## config.mk

```make
export PLATFORM = sky130hd
export DESIGN_NAME = counter_channel
export DESIGN_NICKNAME = d
export VERILOG_FILES = /design/src/counter_pkg.sv /design/src/count_tick_gen.sv /design/src/counter_channel.sv
export SDC_FILE = /design/constraint.sdc
export NUM_CORES = 1
export LEC_CHECK = 0
export ABC_CLOCK_PERIOD_IN_PS = 7550
export BUFFER_PORTS_ARGS = -buffer_cell sky130_fd_sc_hd__buf_4
export CAP_MARGIN = 30
export CORE_ASPECT_RATIO = 1.2
export CORE_MARGIN = 2
export CORE_UTILIZATION = 49
export DETAILED_ROUTE_END_ITERATION = 16
export PLACE_DENSITY = 0.69
export SLEW_MARGIN = 10
export SYNTH_ARGS = -nofsm -noshare
export SYNTH_HDL_FRONTEND = slang
export SYNTH_SLANG_ARGS = --single-unit
```

## constraint.sdc

```tcl
create_clock -name clk_i -period 7.55 [get_ports clk_i]
set_input_delay 0 -clock clk_i [delete_from_list [all_inputs] [get_ports clk_i]]
set_output_delay 0 -clock clk_i [all_outputs]
set_load 0.05 [all_outputs]
```

## src/counter_pkg.sv

```systemverilog
// Constants, types and helpers for the period / pulse-width / one-shot counter channel
package counter_pkg;

	// Control word layout
	localparam int CTRL_W       = 16;
	localparam int MODE_LSB     = 0;
	localparam int OUT_POL_BIT  = 3;
	localparam int MEAS_POL_LSB = 4;
	localparam int TRIG_POL_LSB = 8;
	localparam int CLK_SEL_LSB  = 10;
	localparam logic [CTRL_W-1:0] CTRL_RESET = 16'h0000;
	localparam logic [CTRL_W-1:0] CTRL_USED  = 16'h1f3f;

	// Mode codes in control bits 2:0
	localparam logic [2:0] MODE_PULSE   = 3'h5;
	localparam logic [2:0] MODE_PERIOD  = 3'h6;
	localparam logic [2:0] MODE_ONESHOT = 3'h7;

	// Two-bit polarity codes for the measure and trigger inputs
	localparam logic [1:0] POL_LOW  = 2'h1;
	localparam logic [1:0] POL_HIGH = 2'h2;

	// Count clock selection codes
	localparam logic [2:0] CLK_SEL_0 = 3'h0;
	localparam logic [2:0] CLK_SEL_1 = 3'h1;
	localparam logic [2:0] CLK_SEL_2 = 3'h2;
	localparam logic [2:0] CLK_SEL_3 = 3'h3;
	localparam logic [2:0] CLK_SEL_4 = 3'h4;

	// Phase increments: rate / 40 MHz scaled by 2^16; the fastest rate caps at one per clock
	localparam int ACC_W = 16;
	localparam logic [ACC_W:0] CLK_INC_0 = 17'h00c80;
	localparam logic [ACC_W:0] CLK_INC_1 = 17'h01900;
	localparam logic [ACC_W:0] CLK_INC_2 = 17'h03200;
	localparam logic [ACC_W:0] CLK_INC_3 = 17'h06400;
	localparam logic [ACC_W:0] CLK_INC_4 = 17'h10000;
	localparam logic [ACC_W:0] CLK_INC_0FF = 17'h00000;

	// Counter limits
	localparam logic [31:0] CNT_OVF  = 32'h0fffffff;
	localparam logic [31:0] CNT_ZERO = 32'h00000000;

	// Interrupt information bits
	localparam int INFO_W       = 6;
	localparam int INFO_OUT_BIT = 3;
	localparam int INFO_END_BIT = 4;

	// Register write selectors
	localparam logic [2:0] SEL_CTRL    = 3'h0;
	localparam logic [2:0] SEL_CONST_A = 3'h1;
	localparam logic [2:0] SEL_CONST_B = 3'h2;
	localparam logic [2:0] SEL_TRIGGER = 3'h3;
	localparam logic [2:0] SEL_INT_EN  = 3'h4;
	localparam logic [2:0] SEL_INT_CLR = 3'h5;

	// Completion pulse: printed time, then a least count of 25 ns clocks
	localparam int CLK_PERIOD_NS = 25;
	localparam int DONE_PULSE_NS = 1728;
	localparam int DONE_PULSE_CYC = (DONE_PULSE_NS + CLK_PERIOD_NS - 1) / CLK_PERIOD_NS;
	localparam logic [7:0] DONE_PULSE_LOAD = 8'(DONE_PULSE_CYC);
	localparam logic [7:0] DONE_PULSE_IDLE = 8'h00;

	// Channel sequencing states
	typedef enum logic [2:0] {
		ST_IDLE  = 3'h0,
		ST_ARM   = 3'h1,
		ST_MEAS  = 3'h3,
		ST_DELAY = 3'h4,
		ST_WIDTH = 3'h5
	} state_type;

	// One register write from software
	typedef struct packed {
		logic        valid;
		logic [2:0]  sel;
		logic [31:0] data;
	} reg_write_type;

	// Register read-back view
	typedef struct packed {
		logic [CTRL_W-1:0] ctrl;
		logic [31:0]       readback;
		logic [INFO_W-1:0] info;
		logic              int_en;
	} reg_read_type;

	// True when the level is the active one for an enabled polarity code
	function automatic logic level_active(input logic [1:0] pol, input logic lvl);
		level_active = (pol == POL_LOW) ? ~lvl : ((pol == POL_HIGH) ? lvl : 1'b0);
	endfunction

	// True when the polarity code enables the input
	function automatic logic pol_enabled(input logic [1:0] pol);
		pol_enabled = (pol == POL_LOW) || (pol == POL_HIGH);
	endfunction

	// Phase increment for a count clock selection
	function automatic logic [ACC_W:0] clk_inc(input logic [2:0] sel);
		case (sel)
			CLK_SEL_0: clk_inc = CLK_INC_0;
			CLK_SEL_1: clk_inc = CLK_INC_1;
			CLK_SEL_2: clk_inc = CLK_INC_2;
			CLK_SEL_3: clk_inc = CLK_INC_3;
			CLK_SEL_4: clk_inc = CLK_INC_4;
			default:   clk_inc = CLK_INC_0FF;
		endcase
	endfunction

endpackage

```

## src/count_tick_gen.sv

```systemverilog
// Count clock tick generator: phase accumulator giving the selected count rate
`timescale 1ns/1ps
module count_tick_gen (
	input  wire logic       clk_i,
	input  wire logic       rst_i,
	input  wire logic [2:0] clk_sel_i,
	output logic            tick_o
);
	import counter_pkg::*;

	logic [ACC_W-1:0] acc_q;
	logic [ACC_W:0]   sum;

	// Carry out of the accumulator marks one count clock
	assign sum = {1'b0, acc_q} + clk_inc(clk_sel_i);

	// Accumulator and registered tick
	always_ff @(posedge clk_i or posedge rst_i) begin
		if (rst_i) begin
			acc_q  <= '0;
			tick_o <= 1'b0;
		end else begin
			acc_q  <= sum[ACC_W-1:0];
			tick_o <= sum[ACC_W];
		end
	end

endmodule

```

## src/counter_channel.sv

```systemverilog
// Counter channel: pulse-width and period measurement, one-shot generation
`timescale 1ns/1ps
module counter_channel (
	input  wire logic                       clk_i,
	input  wire logic                       rst_i,
	input  wire counter_pkg::reg_write_type wr_i,
	input  wire logic                       measure_gate_input_i,
	input  wire logic                       trigger_input_i,
	output counter_pkg::reg_read_type       rd_o,
	output logic                            counter_out_o,
	output logic                            irq_o
);
	import counter_pkg::*;

	logic [CTRL_W-1:0] ctrl_q;
	logic [CTRL_W-1:0] ctrl_d;
	logic [31:0]       const_a_q;
	logic [31:0]       const_b_q;
	logic              int_en_q;
	logic              int_en_d;
	logic [INFO_W-1:0] info_q;
	logic [INFO_W-1:0] info_d;
	logic [31:0]       cnt_q;
	logic [31:0]       cnt_d;
	state_type         state_q;
	state_type         state_d;
	logic              act_q;
	logic [7:0]        pulse_q;
	logic              meas_prev_q;
	logic              trig_prev_q;
	logic              tick;
	logic [2:0]        mode;
	logic [1:0]        meas_pol;
	logic [1:0]        trig_pol;
	logic              meas_act;
	logic              meas_rise;
	logic              meas_fall;
	logic              sw_trig;
	logic              trig_evt;
	logic              is_measure;
	logic              is_oneshot;
	logic              gate_run;
	logic              meas_done;
	logic              os_zero;
	logic              out_act;

	// Control field decode
	assign mode     = ctrl_q[MODE_LSB +: 3];
	assign meas_pol = ctrl_q[MEAS_POL_LSB +: 2];
	assign trig_pol = ctrl_q[TRIG_POL_LSB +: 2];
	assign is_measure = (mode == MODE_PULSE) || (mode == MODE_PERIOD);
	assign is_oneshot = (mode == MODE_ONESHOT);

	// Count clock ticks at the selected rate
	count_tick_gen u_tick (
		.clk_i     (clk_i),
		.rst_i     (rst_i),
		.clk_sel_i (ctrl_q[CLK_SEL_LSB +: 3]),
		.tick_o    (tick)
	);

	// Edge and level detection on the field inputs
	assign meas_act  = level_active(meas_pol, measure_gate_input_i);
	assign meas_rise = meas_act & ~level_active(meas_pol, meas_prev_q);
	assign meas_fall = ~meas_act & level_active(meas_pol, meas_prev_q);
	assign sw_trig   = wr_i.valid && (wr_i.sel == SEL_TRIGGER);
	assign trig_evt  = sw_trig | (level_active(trig_pol, trigger_input_i) &
		~level_active(trig_pol, trig_prev_q));

	// Gate runs the one-shot when the measure input is at its enabling level
	assign gate_run  = pol_enabled(meas_pol) ? meas_act : 1'b1;
	assign meas_done = (state_q == ST_MEAS) &&
		((mode == MODE_PULSE) ? meas_fall : meas_rise);
	assign os_zero   = ((state_q == ST_DELAY) || (state_q == ST_WIDTH)) &&
		(cnt_q == CNT_ZERO) && gate_run;
	assign out_act   = act_q | (pulse_q != DONE_PULSE_IDLE);

	// Previous input levels for edge detection
	always_ff @(posedge clk_i or posedge rst_i) begin
		if (rst_i) begin
			meas_prev_q <= 1'b0;
			trig_prev_q <= 1'b0;
		end else begin
			meas_prev_q <= measure_gate_input_i;
			trig_prev_q <= trigger_input_i;
		end
	end

	// Software-written registers
	always_comb begin
		ctrl_d   = ctrl_q;
		int_en_d = int_en_q;
		if (wr_i.valid && (wr_i.sel == SEL_CTRL)) begin
			ctrl_d = wr_i.data[CTRL_W-1:0] & CTRL_USED;
		end
		if (wr_i.valid && (wr_i.sel == SEL_INT_EN)) begin
			int_en_d = wr_i.data[0];
		end
	end

	always_ff @(posedge clk_i or posedge rst_i) begin
		if (rst_i) begin
			ctrl_q    <= CTRL_RESET;
			int_en_q  <= 1'b0;
			const_a_q <= CNT_ZERO;
			const_b_q <= CNT_ZERO;
		end else begin
			ctrl_q   <= ctrl_d;
			int_en_q <= int_en_d;
			if (wr_i.valid && (wr_i.sel == SEL_CONST_A)) begin
				const_a_q <= wr_i.data;
			end
			if (wr_i.valid && (wr_i.sel == SEL_CONST_B)) begin
				const_b_q <= wr_i.data;
			end
		end
	end

	// Sequencing: arm, measure, or run the two one-shot phases
	always_comb begin
		state_d = state_q;
		if (!is_measure && !is_oneshot) begin
			state_d = ST_IDLE;
		end else if (trig_evt) begin
			state_d = is_oneshot ? ST_DELAY : ST_ARM;
		end else begin
			unique case (state_q)
				ST_IDLE: state_d = ST_IDLE;
				ST_ARM: begin
					if (meas_rise) state_d = ST_MEAS;
				end
				ST_MEAS: begin
					if (meas_done) state_d = ST_IDLE;
				end
				ST_DELAY: begin
					if (os_zero) state_d = ST_WIDTH;
				end
				ST_WIDTH: begin
					if (os_zero) state_d = ST_IDLE;
				end
				default: state_d = ST_IDLE;
			endcase
		end
	end

	always_ff @(posedge clk_i or posedge rst_i) begin
		if (rst_i) begin
			state_q <= ST_IDLE;
		end else begin
			state_q <= state_d;
		end
	end

	// Counter: up-count while measuring, down-count through one-shot phases
	always_comb begin
		cnt_d = cnt_q;
		if (trig_evt && is_measure) begin
			cnt_d = CNT_ZERO;
		end else if (trig_evt && is_oneshot) begin
			cnt_d = const_a_q;
		end else if ((state_q == ST_MEAS) && !meas_done && tick) begin
			if (cnt_q != CNT_OVF) cnt_d = cnt_q + 32'h1;
		end else if (state_q == ST_DELAY && os_zero) begin
			cnt_d = const_b_q;
		end else if ((state_q == ST_DELAY || state_q == ST_WIDTH) && tick && gate_run) begin
			if (cnt_q != CNT_ZERO) cnt_d = cnt_q - 32'h1;
		end
	end

	always_ff @(posedge clk_i or posedge rst_i) begin
		if (rst_i) begin
			cnt_q <= CNT_ZERO;
		end else begin
			cnt_q <= cnt_d;
		end
	end

	// One-shot output level: active after A runs out, inactive after B
	always_ff @(posedge clk_i or posedge rst_i) begin
		if (rst_i) begin
			act_q <= 1'b0;
		end else if (trig_evt || state_d == ST_IDLE) begin
			act_q <= 1'b0;
		end else if (os_zero) begin
			act_q <= (state_q == ST_DELAY);
		end
	end

	// Completion pulse timer for the measurement modes
	always_ff @(posedge clk_i or posedge rst_i) begin
		if (rst_i) begin
			pulse_q <= DONE_PULSE_IDLE;
		end else if (meas_done) begin
			pulse_q <= DONE_PULSE_LOAD;
		end else if (pulse_q != DONE_PULSE_IDLE) begin
			pulse_q <= pulse_q - 8'h01;
		end
	end

	// Interrupt information: hardware set wins over a write-one clear
	always_comb begin
		info_d = info_q;
		if (wr_i.valid && (wr_i.sel == SEL_INT_CLR)) begin
			info_d = info_q & ~wr_i.data[INFO_W-1:0];
		end
		if (int_en_q && meas_done) begin
			info_d[INFO_END_BIT] = 1'b1;
		end
		if (int_en_q && os_zero) begin
			info_d[INFO_OUT_BIT] = 1'b1;
		end
	end

	always_ff @(posedge clk_i or posedge rst_i) begin
		if (rst_i) begin
			info_q <= '0;
			irq_o  <= 1'b0;
		end else begin
			info_q <= info_d;
			irq_o  <= |info_d;
		end
	end

	// Registered pin and read-back outputs
	always_ff @(posedge clk_i or posedge rst_i) begin
		if (rst_i) begin
			counter_out_o <= 1'b1;
			rd_o          <= '0;
		end else begin
			counter_out_o <= ctrl_q[OUT_POL_BIT] ? out_act : ~out_act;
			rd_o.ctrl     <= ctrl_d;
			rd_o.readback <= cnt_d;
			rd_o.info     <= info_d;
			rd_o.int_en   <= int_en_d;
		end
	end

	// Checks
	trig_clear_a: assert property (@(posedge clk_i) disable iff (rst_i)
		(trig_evt && is_measure) |=> (cnt_q == CNT_ZERO) && (state_q == ST_ARM))
		else $error("Trigger did not clear and arm the counter");
	period_arm_a: assert property (@(posedge clk_i) disable iff (rst_i)
		(state_q == ST_ARM && meas_rise && !trig_evt && is_measure) |=> state_q == ST_MEAS)
		else $error("Active edge did not start the measurement");
	done_pulse_a: assert property (@(posedge clk_i) disable iff (rst_i)
		meas_done |=> (pulse_q == DONE_PULSE_LOAD) ##1
		(counter_out_o == $past(ctrl_q[OUT_POL_BIT])))
		else $error("Completion pulse not driven on the pin");
	count_ovf_a: assert property (@(posedge clk_i) disable iff (rst_i)
		(state_q == ST_MEAS && cnt_q == CNT_OVF && !trig_evt) |=> cnt_q == CNT_OVF)
		else $error("Counter left the overflow value");
	end_flag_a: assert property (@(posedge clk_i) disable iff (rst_i)
		(meas_done && int_en_q) |=> info_q[INFO_END_BIT] && irq_o)
		else $error("End of measurement not flagged");
	flag_hold_a: assert property (@(posedge clk_i) disable iff (rst_i)
		(info_q[INFO_END_BIT] && !(wr_i.valid && wr_i.sel == SEL_INT_CLR))
		|=> info_q[INFO_END_BIT])
		else $error("Pending flag dropped without a clear");
	oneshot_load_a: assert property (@(posedge clk_i) disable iff (rst_i)
		(trig_evt && is_oneshot) |=> (state_q == ST_DELAY) && (cnt_q == $past(const_a_q)))
		else $error("One-shot trigger did not load constant A");
	zero_toggle_a: assert property (@(posedge clk_i) disable iff (rst_i)
		(os_zero && state_q == ST_DELAY && !trig_evt && is_oneshot)
		|=> act_q && (cnt_q == $past(const_b_q)) && (state_q == ST_WIDTH))
		else $error("Zero count did not toggle and load constant B");
	gate_hold_a: assert property (@(posedge clk_i) disable iff (rst_i)
		(state_q == ST_WIDTH && !gate_run && !trig_evt && is_oneshot) |=> $stable(cnt_q))
		else $error("Counter moved while gated off");
	edge_flag_a: assert property (@(posedge clk_i) disable iff (rst_i)
		(os_zero && int_en_q) |=> info_q[INFO_OUT_BIT])
		else $error("Output transition not flagged");
	width_end_a: assert property (@(posedge clk_i) disable iff (rst_i)
		(os_zero && state_q == ST_WIDTH && !trig_evt && is_oneshot)
		|=> !act_q && (state_q == ST_IDLE))
		else $error("Width phase did not end the one-shot");
	pin_level_a: assert property (@(posedge clk_i) disable iff (rst_i)
		##1 counter_out_o == ($past(ctrl_q[OUT_POL_BIT]) ~^ $past(out_act)))
		else $error("Output pin level does not follow its polarity");

endmodule

```

# --- After elaboration in Yosys (flattened, before gate mapping) ---
# Index checks and enable logic that the tools add are counted.
word_totals:
  regBits: 147
  input_bits: 40
  output_inout_bits: 57
op_classes:
  add_sub_neg: 4
  eq_ne: 22
  mux: 34
  n_bitwise: 15
  n_reduce_logical: 38
op_table:
  columns: ["operator", "count"]
  rows:
  - ["32-bit 2-to-1 mux", 7]
  - ["17-bit case mux with 5 select lines", 1]
  - ["32-bit by 1-bit adder with 32-bit output, second input constant", 1]
  - ["32-bit logical NOT", 1]
  - ["32-bit by 28-bit != test with 1-bit output, second input constant", 1]
  - ["32-bit nonzero test", 1]
  - ["32-bit by 1-bit subtractor with 32-bit output, second input constant", 1]
  - ["3-bit equality test, second input constant", 8]
  - ["3-bit 2-to-1 mux", 7]
  - ["1-bit logical AND", 19]
  - ["16-bit by 17-bit adder with 17-bit output", 1]
  - ["8-bit 2-to-1 mux", 2]
  - ["3-bit by 2-bit equality test with 1-bit output, second input constant", 5]
  - ["1-bit 2-to-1 mux", 15]
  - ["3-bit case mux with 4 select lines", 1]
  - ["5-bit nonzero test", 2]
  - ["3-bit by 1-bit equality test with 1-bit output, second input constant", 3]
  - ["3-bit logical NOT", 3]
  - ["1-bit NOT", 8]
  - ["8-bit nonzero test", 1]
  - ["8-bit by 1-bit subtractor with 8-bit output, second input constant", 1]
  - ["6-bit AND", 1]
  - ["6-bit 2-to-1 mux", 1]
  - ["6-bit NOT", 1]
  - ["other kinds (10)", 21]

# --- Logic depth before layout (Yosys ltp) ---
logic_depth:
  depth_word: 14
  depth_mapped: 11

# --- By module ---
# Synthesis repeated with hierarchy kept, for this count alone.
hier_totals:
  cells_unflattened: 821
  hier_area_um2: 8260.4
modules_own_cells:
  columns: ["mod", "n_inst", "cells_per_inst", "area_per_inst_um2", "seq_area_each_um2"]
  rows:
  - ["counter_channel", 1, 748, 7534.7, 3254.4]
  - ["count_tick_gen", 1, 73, 725.7, 250.2]

# --- Worst setup path after synthesis ---
# No wires, ideal clock.
synth_path:
  path_kind: "register -> register"
  from: "register rd_o[17] (netlist name)"
  to: "register rd_o[12] (netlist name)"
  setup_time_ps: 77
  arrival_time_ps: 3192
  required_ps: 7473
  setup_slack_ps: 4282
  path_stages_with_launch: 10
  n_path_buf: 2
  synth_period_minus_slack_ps: 3268
  path_cell_list: "dfrtp_1 > buf_6 > or4_4 > or4_4 > nor3_1 > mux2i_1 > o21a_1 > clkbuf_1 > o221ai_1 > o21ai_1"
synth_lines:
  columns: ["element", "line", "source"]
  rows:
  - ["end: declaration", "counter_channel.sv:9", "output counter_pkg::reg_read_type rd_o,"]

==> metrics <==
cell repeated most along the worst path=or4_4; source-to-sink clock delay at the later pin of the worst-skew pair=0.43 ns; overall track demand over capacity in global routing=a little over a quarter; # Post-CTS Setup Buffers=0; mean instance size in the synthesized netlist=around 10 um^2; Hold Path End=rd_o[0]; detailed-route wire length per cell=19.6 um; post-route clock period utilization=52.9%; r2r startpoint=rd_o[15]; wire length of the first global-routing pass=approximately 35000 um; worst hold path depth=4; cell breakdown of the critical path=or4_4, or4_4, nor4_2, nand2b_1, buf_4, o22ai_1, a211oi_1, a221o_1; clock tree sinks=140; count of port buffers added during placement=91; post-layout min period=3.99 ns; total count of max-transition violations in the final report=0; leading area contributor after synthesis=dfrtp_1; router iterations before antenna repair=6; final setup fails=0; number of global-route vias before repair=6776; Layout area overhead=23.5%; number of enable flip-flop cells after synthesis=0; Clock Pin Slew Worst Setup and Hold Paths=0.06 ns; VDD IR-drop max=191 uV; depth of the most critical reg-to-reg path=8; unrepaired setup endpoints after global routing=no; y dimension of the die=142 um; net total in the final layout=roughly 900; skew final=0.00622 ns; Worst EP required=7.85 ns; biggest fanout along the worst timing path=21; antenna-violating nets left=0; asr flop ratio synth=100%; worst reg-to-reg setup slack=between 3 and 4 ns; placed standard-cell area=8570 um^2; Yosys reg bits=between 100 and 150; highest achievable clock rate=0.250 GHz; htree depth=4; startpoint of the tightest hold check path=wr_i[34]; Maximum Capacitance Violations=0; antenna violations before repair=0; Fill cells=1321; Starting DRT DRC Count=502; Clk Tree Root Cell=clkbuf_16; post-synthesis instance area=between 7000 and 8000 um^2; aggregate negative setup slack=0 ns; largest buffer count on any clock path=2; most instantiated flip-flop cell in the synthesis netlist=dfrtp_1; fraction of layout instances using a drive strength above 1=25.9%; via count=6683; final global-route overflow total=0; delay of the slowest critical-path stage=0.73 ns; DP HPWL=approximately 15000 um; Hold/Removal Path Class=primary input to flop; Starting Density=49.9%; result of the run=complete, no violations; I/O pins=97; number of placement rows=50; PD cells=358 nW/um^2; synthesized instance count=764; number of hold-slack violations in the final timing report=0; TritonCTS buffer count=17; largest delay contributor family on the critical path=simple AND/OR/NAND/NOR gates; most common cell in the synthesized netlist=dfrtp_1; Warnings, synthesis=0; number of hold-repair buffers added at the cts stage=37; type of the worst setup path=flop to flop; number of buffer and inverter instances along the worst setup path=1; share of synthesized area occupied by flip-flops and latches=45.3%; Critical Path Sink Type=flop; post-synth cell types=68; CP arrival=4.30 ns; cell types with the highest counts after synthesis=139 x dfrtp_1, 75 x mux2_2, 56 x o21ai_0; Core Region=15500 um^2; Total Wirelength=21400 um; R2R Path End=rd_o[20]; pin count of the biggest net entering global routing=81; fin area=9570 um^2; CP Launch Type=flop; slew at the pin closest to its max-slew limit=0.948 ns; horizontal die dimension=119 um; # resized after CTS=0; final weighted congestion of routability-driven global placement=0.918; synth top area cells=dfrtp_1 45%, mux2_2 11%, o21ai_0 3.6%; ANT cells=0; Slowest cell on crit path=nor4_2; worst max-slew margin expressed relative to the limit=36.8%; DRC violations left=0; static leakage=0.00404 uW; TritonCTS clock tree=done; die area=16800 um^2; PnR Total Power=3430 uW; area share of the largest cell type after synthesis=44.9%; via count normalized by instance count=about 6
## sequential cells by signal, summed over array words and instances, names as in the netlist
| register | cells |
|---|---|
| const_b_q | 32 |
| trig_prev_q | 1 |
| rd_o | 50 |
| u_tick.acc_q | 9 |
| meas_prev_q | 1 |
| pulse_q | 8 |
| act_q | 1 |
| counter_out_o | 1 |
| const_a_q | 32 |
| irq_o | 1 |
| u_tick.tick_o | 1 |
| state_q | 3 |
## worst min-delay path, stage by stage
cell     delay (ns)
buf_4          0.11
nand2_1        0.07
nor3_1         0.05
mux2_2         0.21
## final cells by class
class,instances,area [um^2],area share (%)
clock buffer,22,474,4.96
clock inverter,10,115,1.20
inverter,18,72.6,0.759
multi-input combinational,554,3950,41.3
sequential,140,3500,36.6
tap,208,260,2.72
timing repair buffer,141,1190,12.4
## stage by stage
step           util, %  worst slack (ns)  std cells  hold slack [ns]
2_1_floorplan        -              3.80        768           0.0314
5_1_grt           61.7              3.30       1093           0.0581
3_3_place_gp      55.0              3.75       1018           0.0910
4_1_cts           61.5              3.60       1091           0.0389
6_report          61.7              3.56       1093           0.0490
3_5_place_dp      55.3              3.62       1022           0.0994
## layout by cell type, fill, tap and decap left out, types with 6 or more instances in the layout
cell type / synthesis / layout
o211ai_1: 6 / 6
mux2_2: 75 / 75
nand4_1: 12 / 12
o22a_1: 6 / 6
nand3_1: 16 / 16
clkbuf_16: 0 / 17
a221oi_1: 6 / 6
a21boi_0: 6 / 6
dfrtp_1: 139 / 139
or3_1: 13 / 13
buf_4: 8 / 98
nand2_1: 44 / 44
xor2_1: 9 / 9
a21oi_1: 27 / 27
o221ai_1: 8 / 8
o21ai_1: 11 / 11
o21ai_0: 56 / 56
or4_1: 7 / 7
dlygate4sd3_1: 0 / 37
nand2b_1: 10 / 10
nor2_1: 34 / 33
a22oi_1: 31 / 31
nor3_1: 28 / 27
nor2b_1: 6 / 6
nor4_1: 14 / 14
a221o_1: 7 / 7
inv_1: 18 / 17
ha_1: 14 / 14
o22ai_1: 7 / 7
xnor2_1: 12 / 12
## worst max-delay path by stage
stage	from	endpoint	slack [ns]	depth (start not counted)
after floorplan	rst_i	act_q	3.80	1
after detailed placement	rd_o[15]	rd_o[11]	3.62	7
after global placement	rd_o[44]	rd_o[29]	3.75	10
after CTS	rd_o[15]	rd_o[11]	3.60	7
final	rd_o[15]	rd_o[20]	3.56	8
after global routing	rd_o[15]	rd_o[11]	3.30	7
## routing by layer
layer | vias up | wire length, um | GRT usage, %
li1 | 3089 | - | -
met1 | 3326 | 8520 | 31.3
met2 | 219 | 11200 | 46.5
met3 | 49 | 1060 | 5.51
met4 | 0 | 553 | 9.96
met5 | - | 0 | 0
## report_power, final
part / leakage (uW) / switching (uW) / internal [uW] / total, uW
Sequential: 0.00174 / 272 / 943 / 1220
Clock: 0.000282 / 318 / 511 / 828
Combinational: 0.00202 / 836 / 550 / 1390
## cells by family (layout without fill, tap and decap cells)
group | after synthesis | after routing | share of synthesized area [%]
other cells | 1 | 5 | 0.0484
fa+ha+maj | 15 | 15 | 2.52
simple gates | 229 | 229 | 16.6
flops | 140 | 140 | 45.3
compound gates | 206 | 206 | 17.7
mux | 78 | 78 | 11.3
buf+inv | 74 | 191 | 4.25
xor+xnor | 21 | 21 | 2.37
No activity file was read; power rests on OpenSTA's default activity.
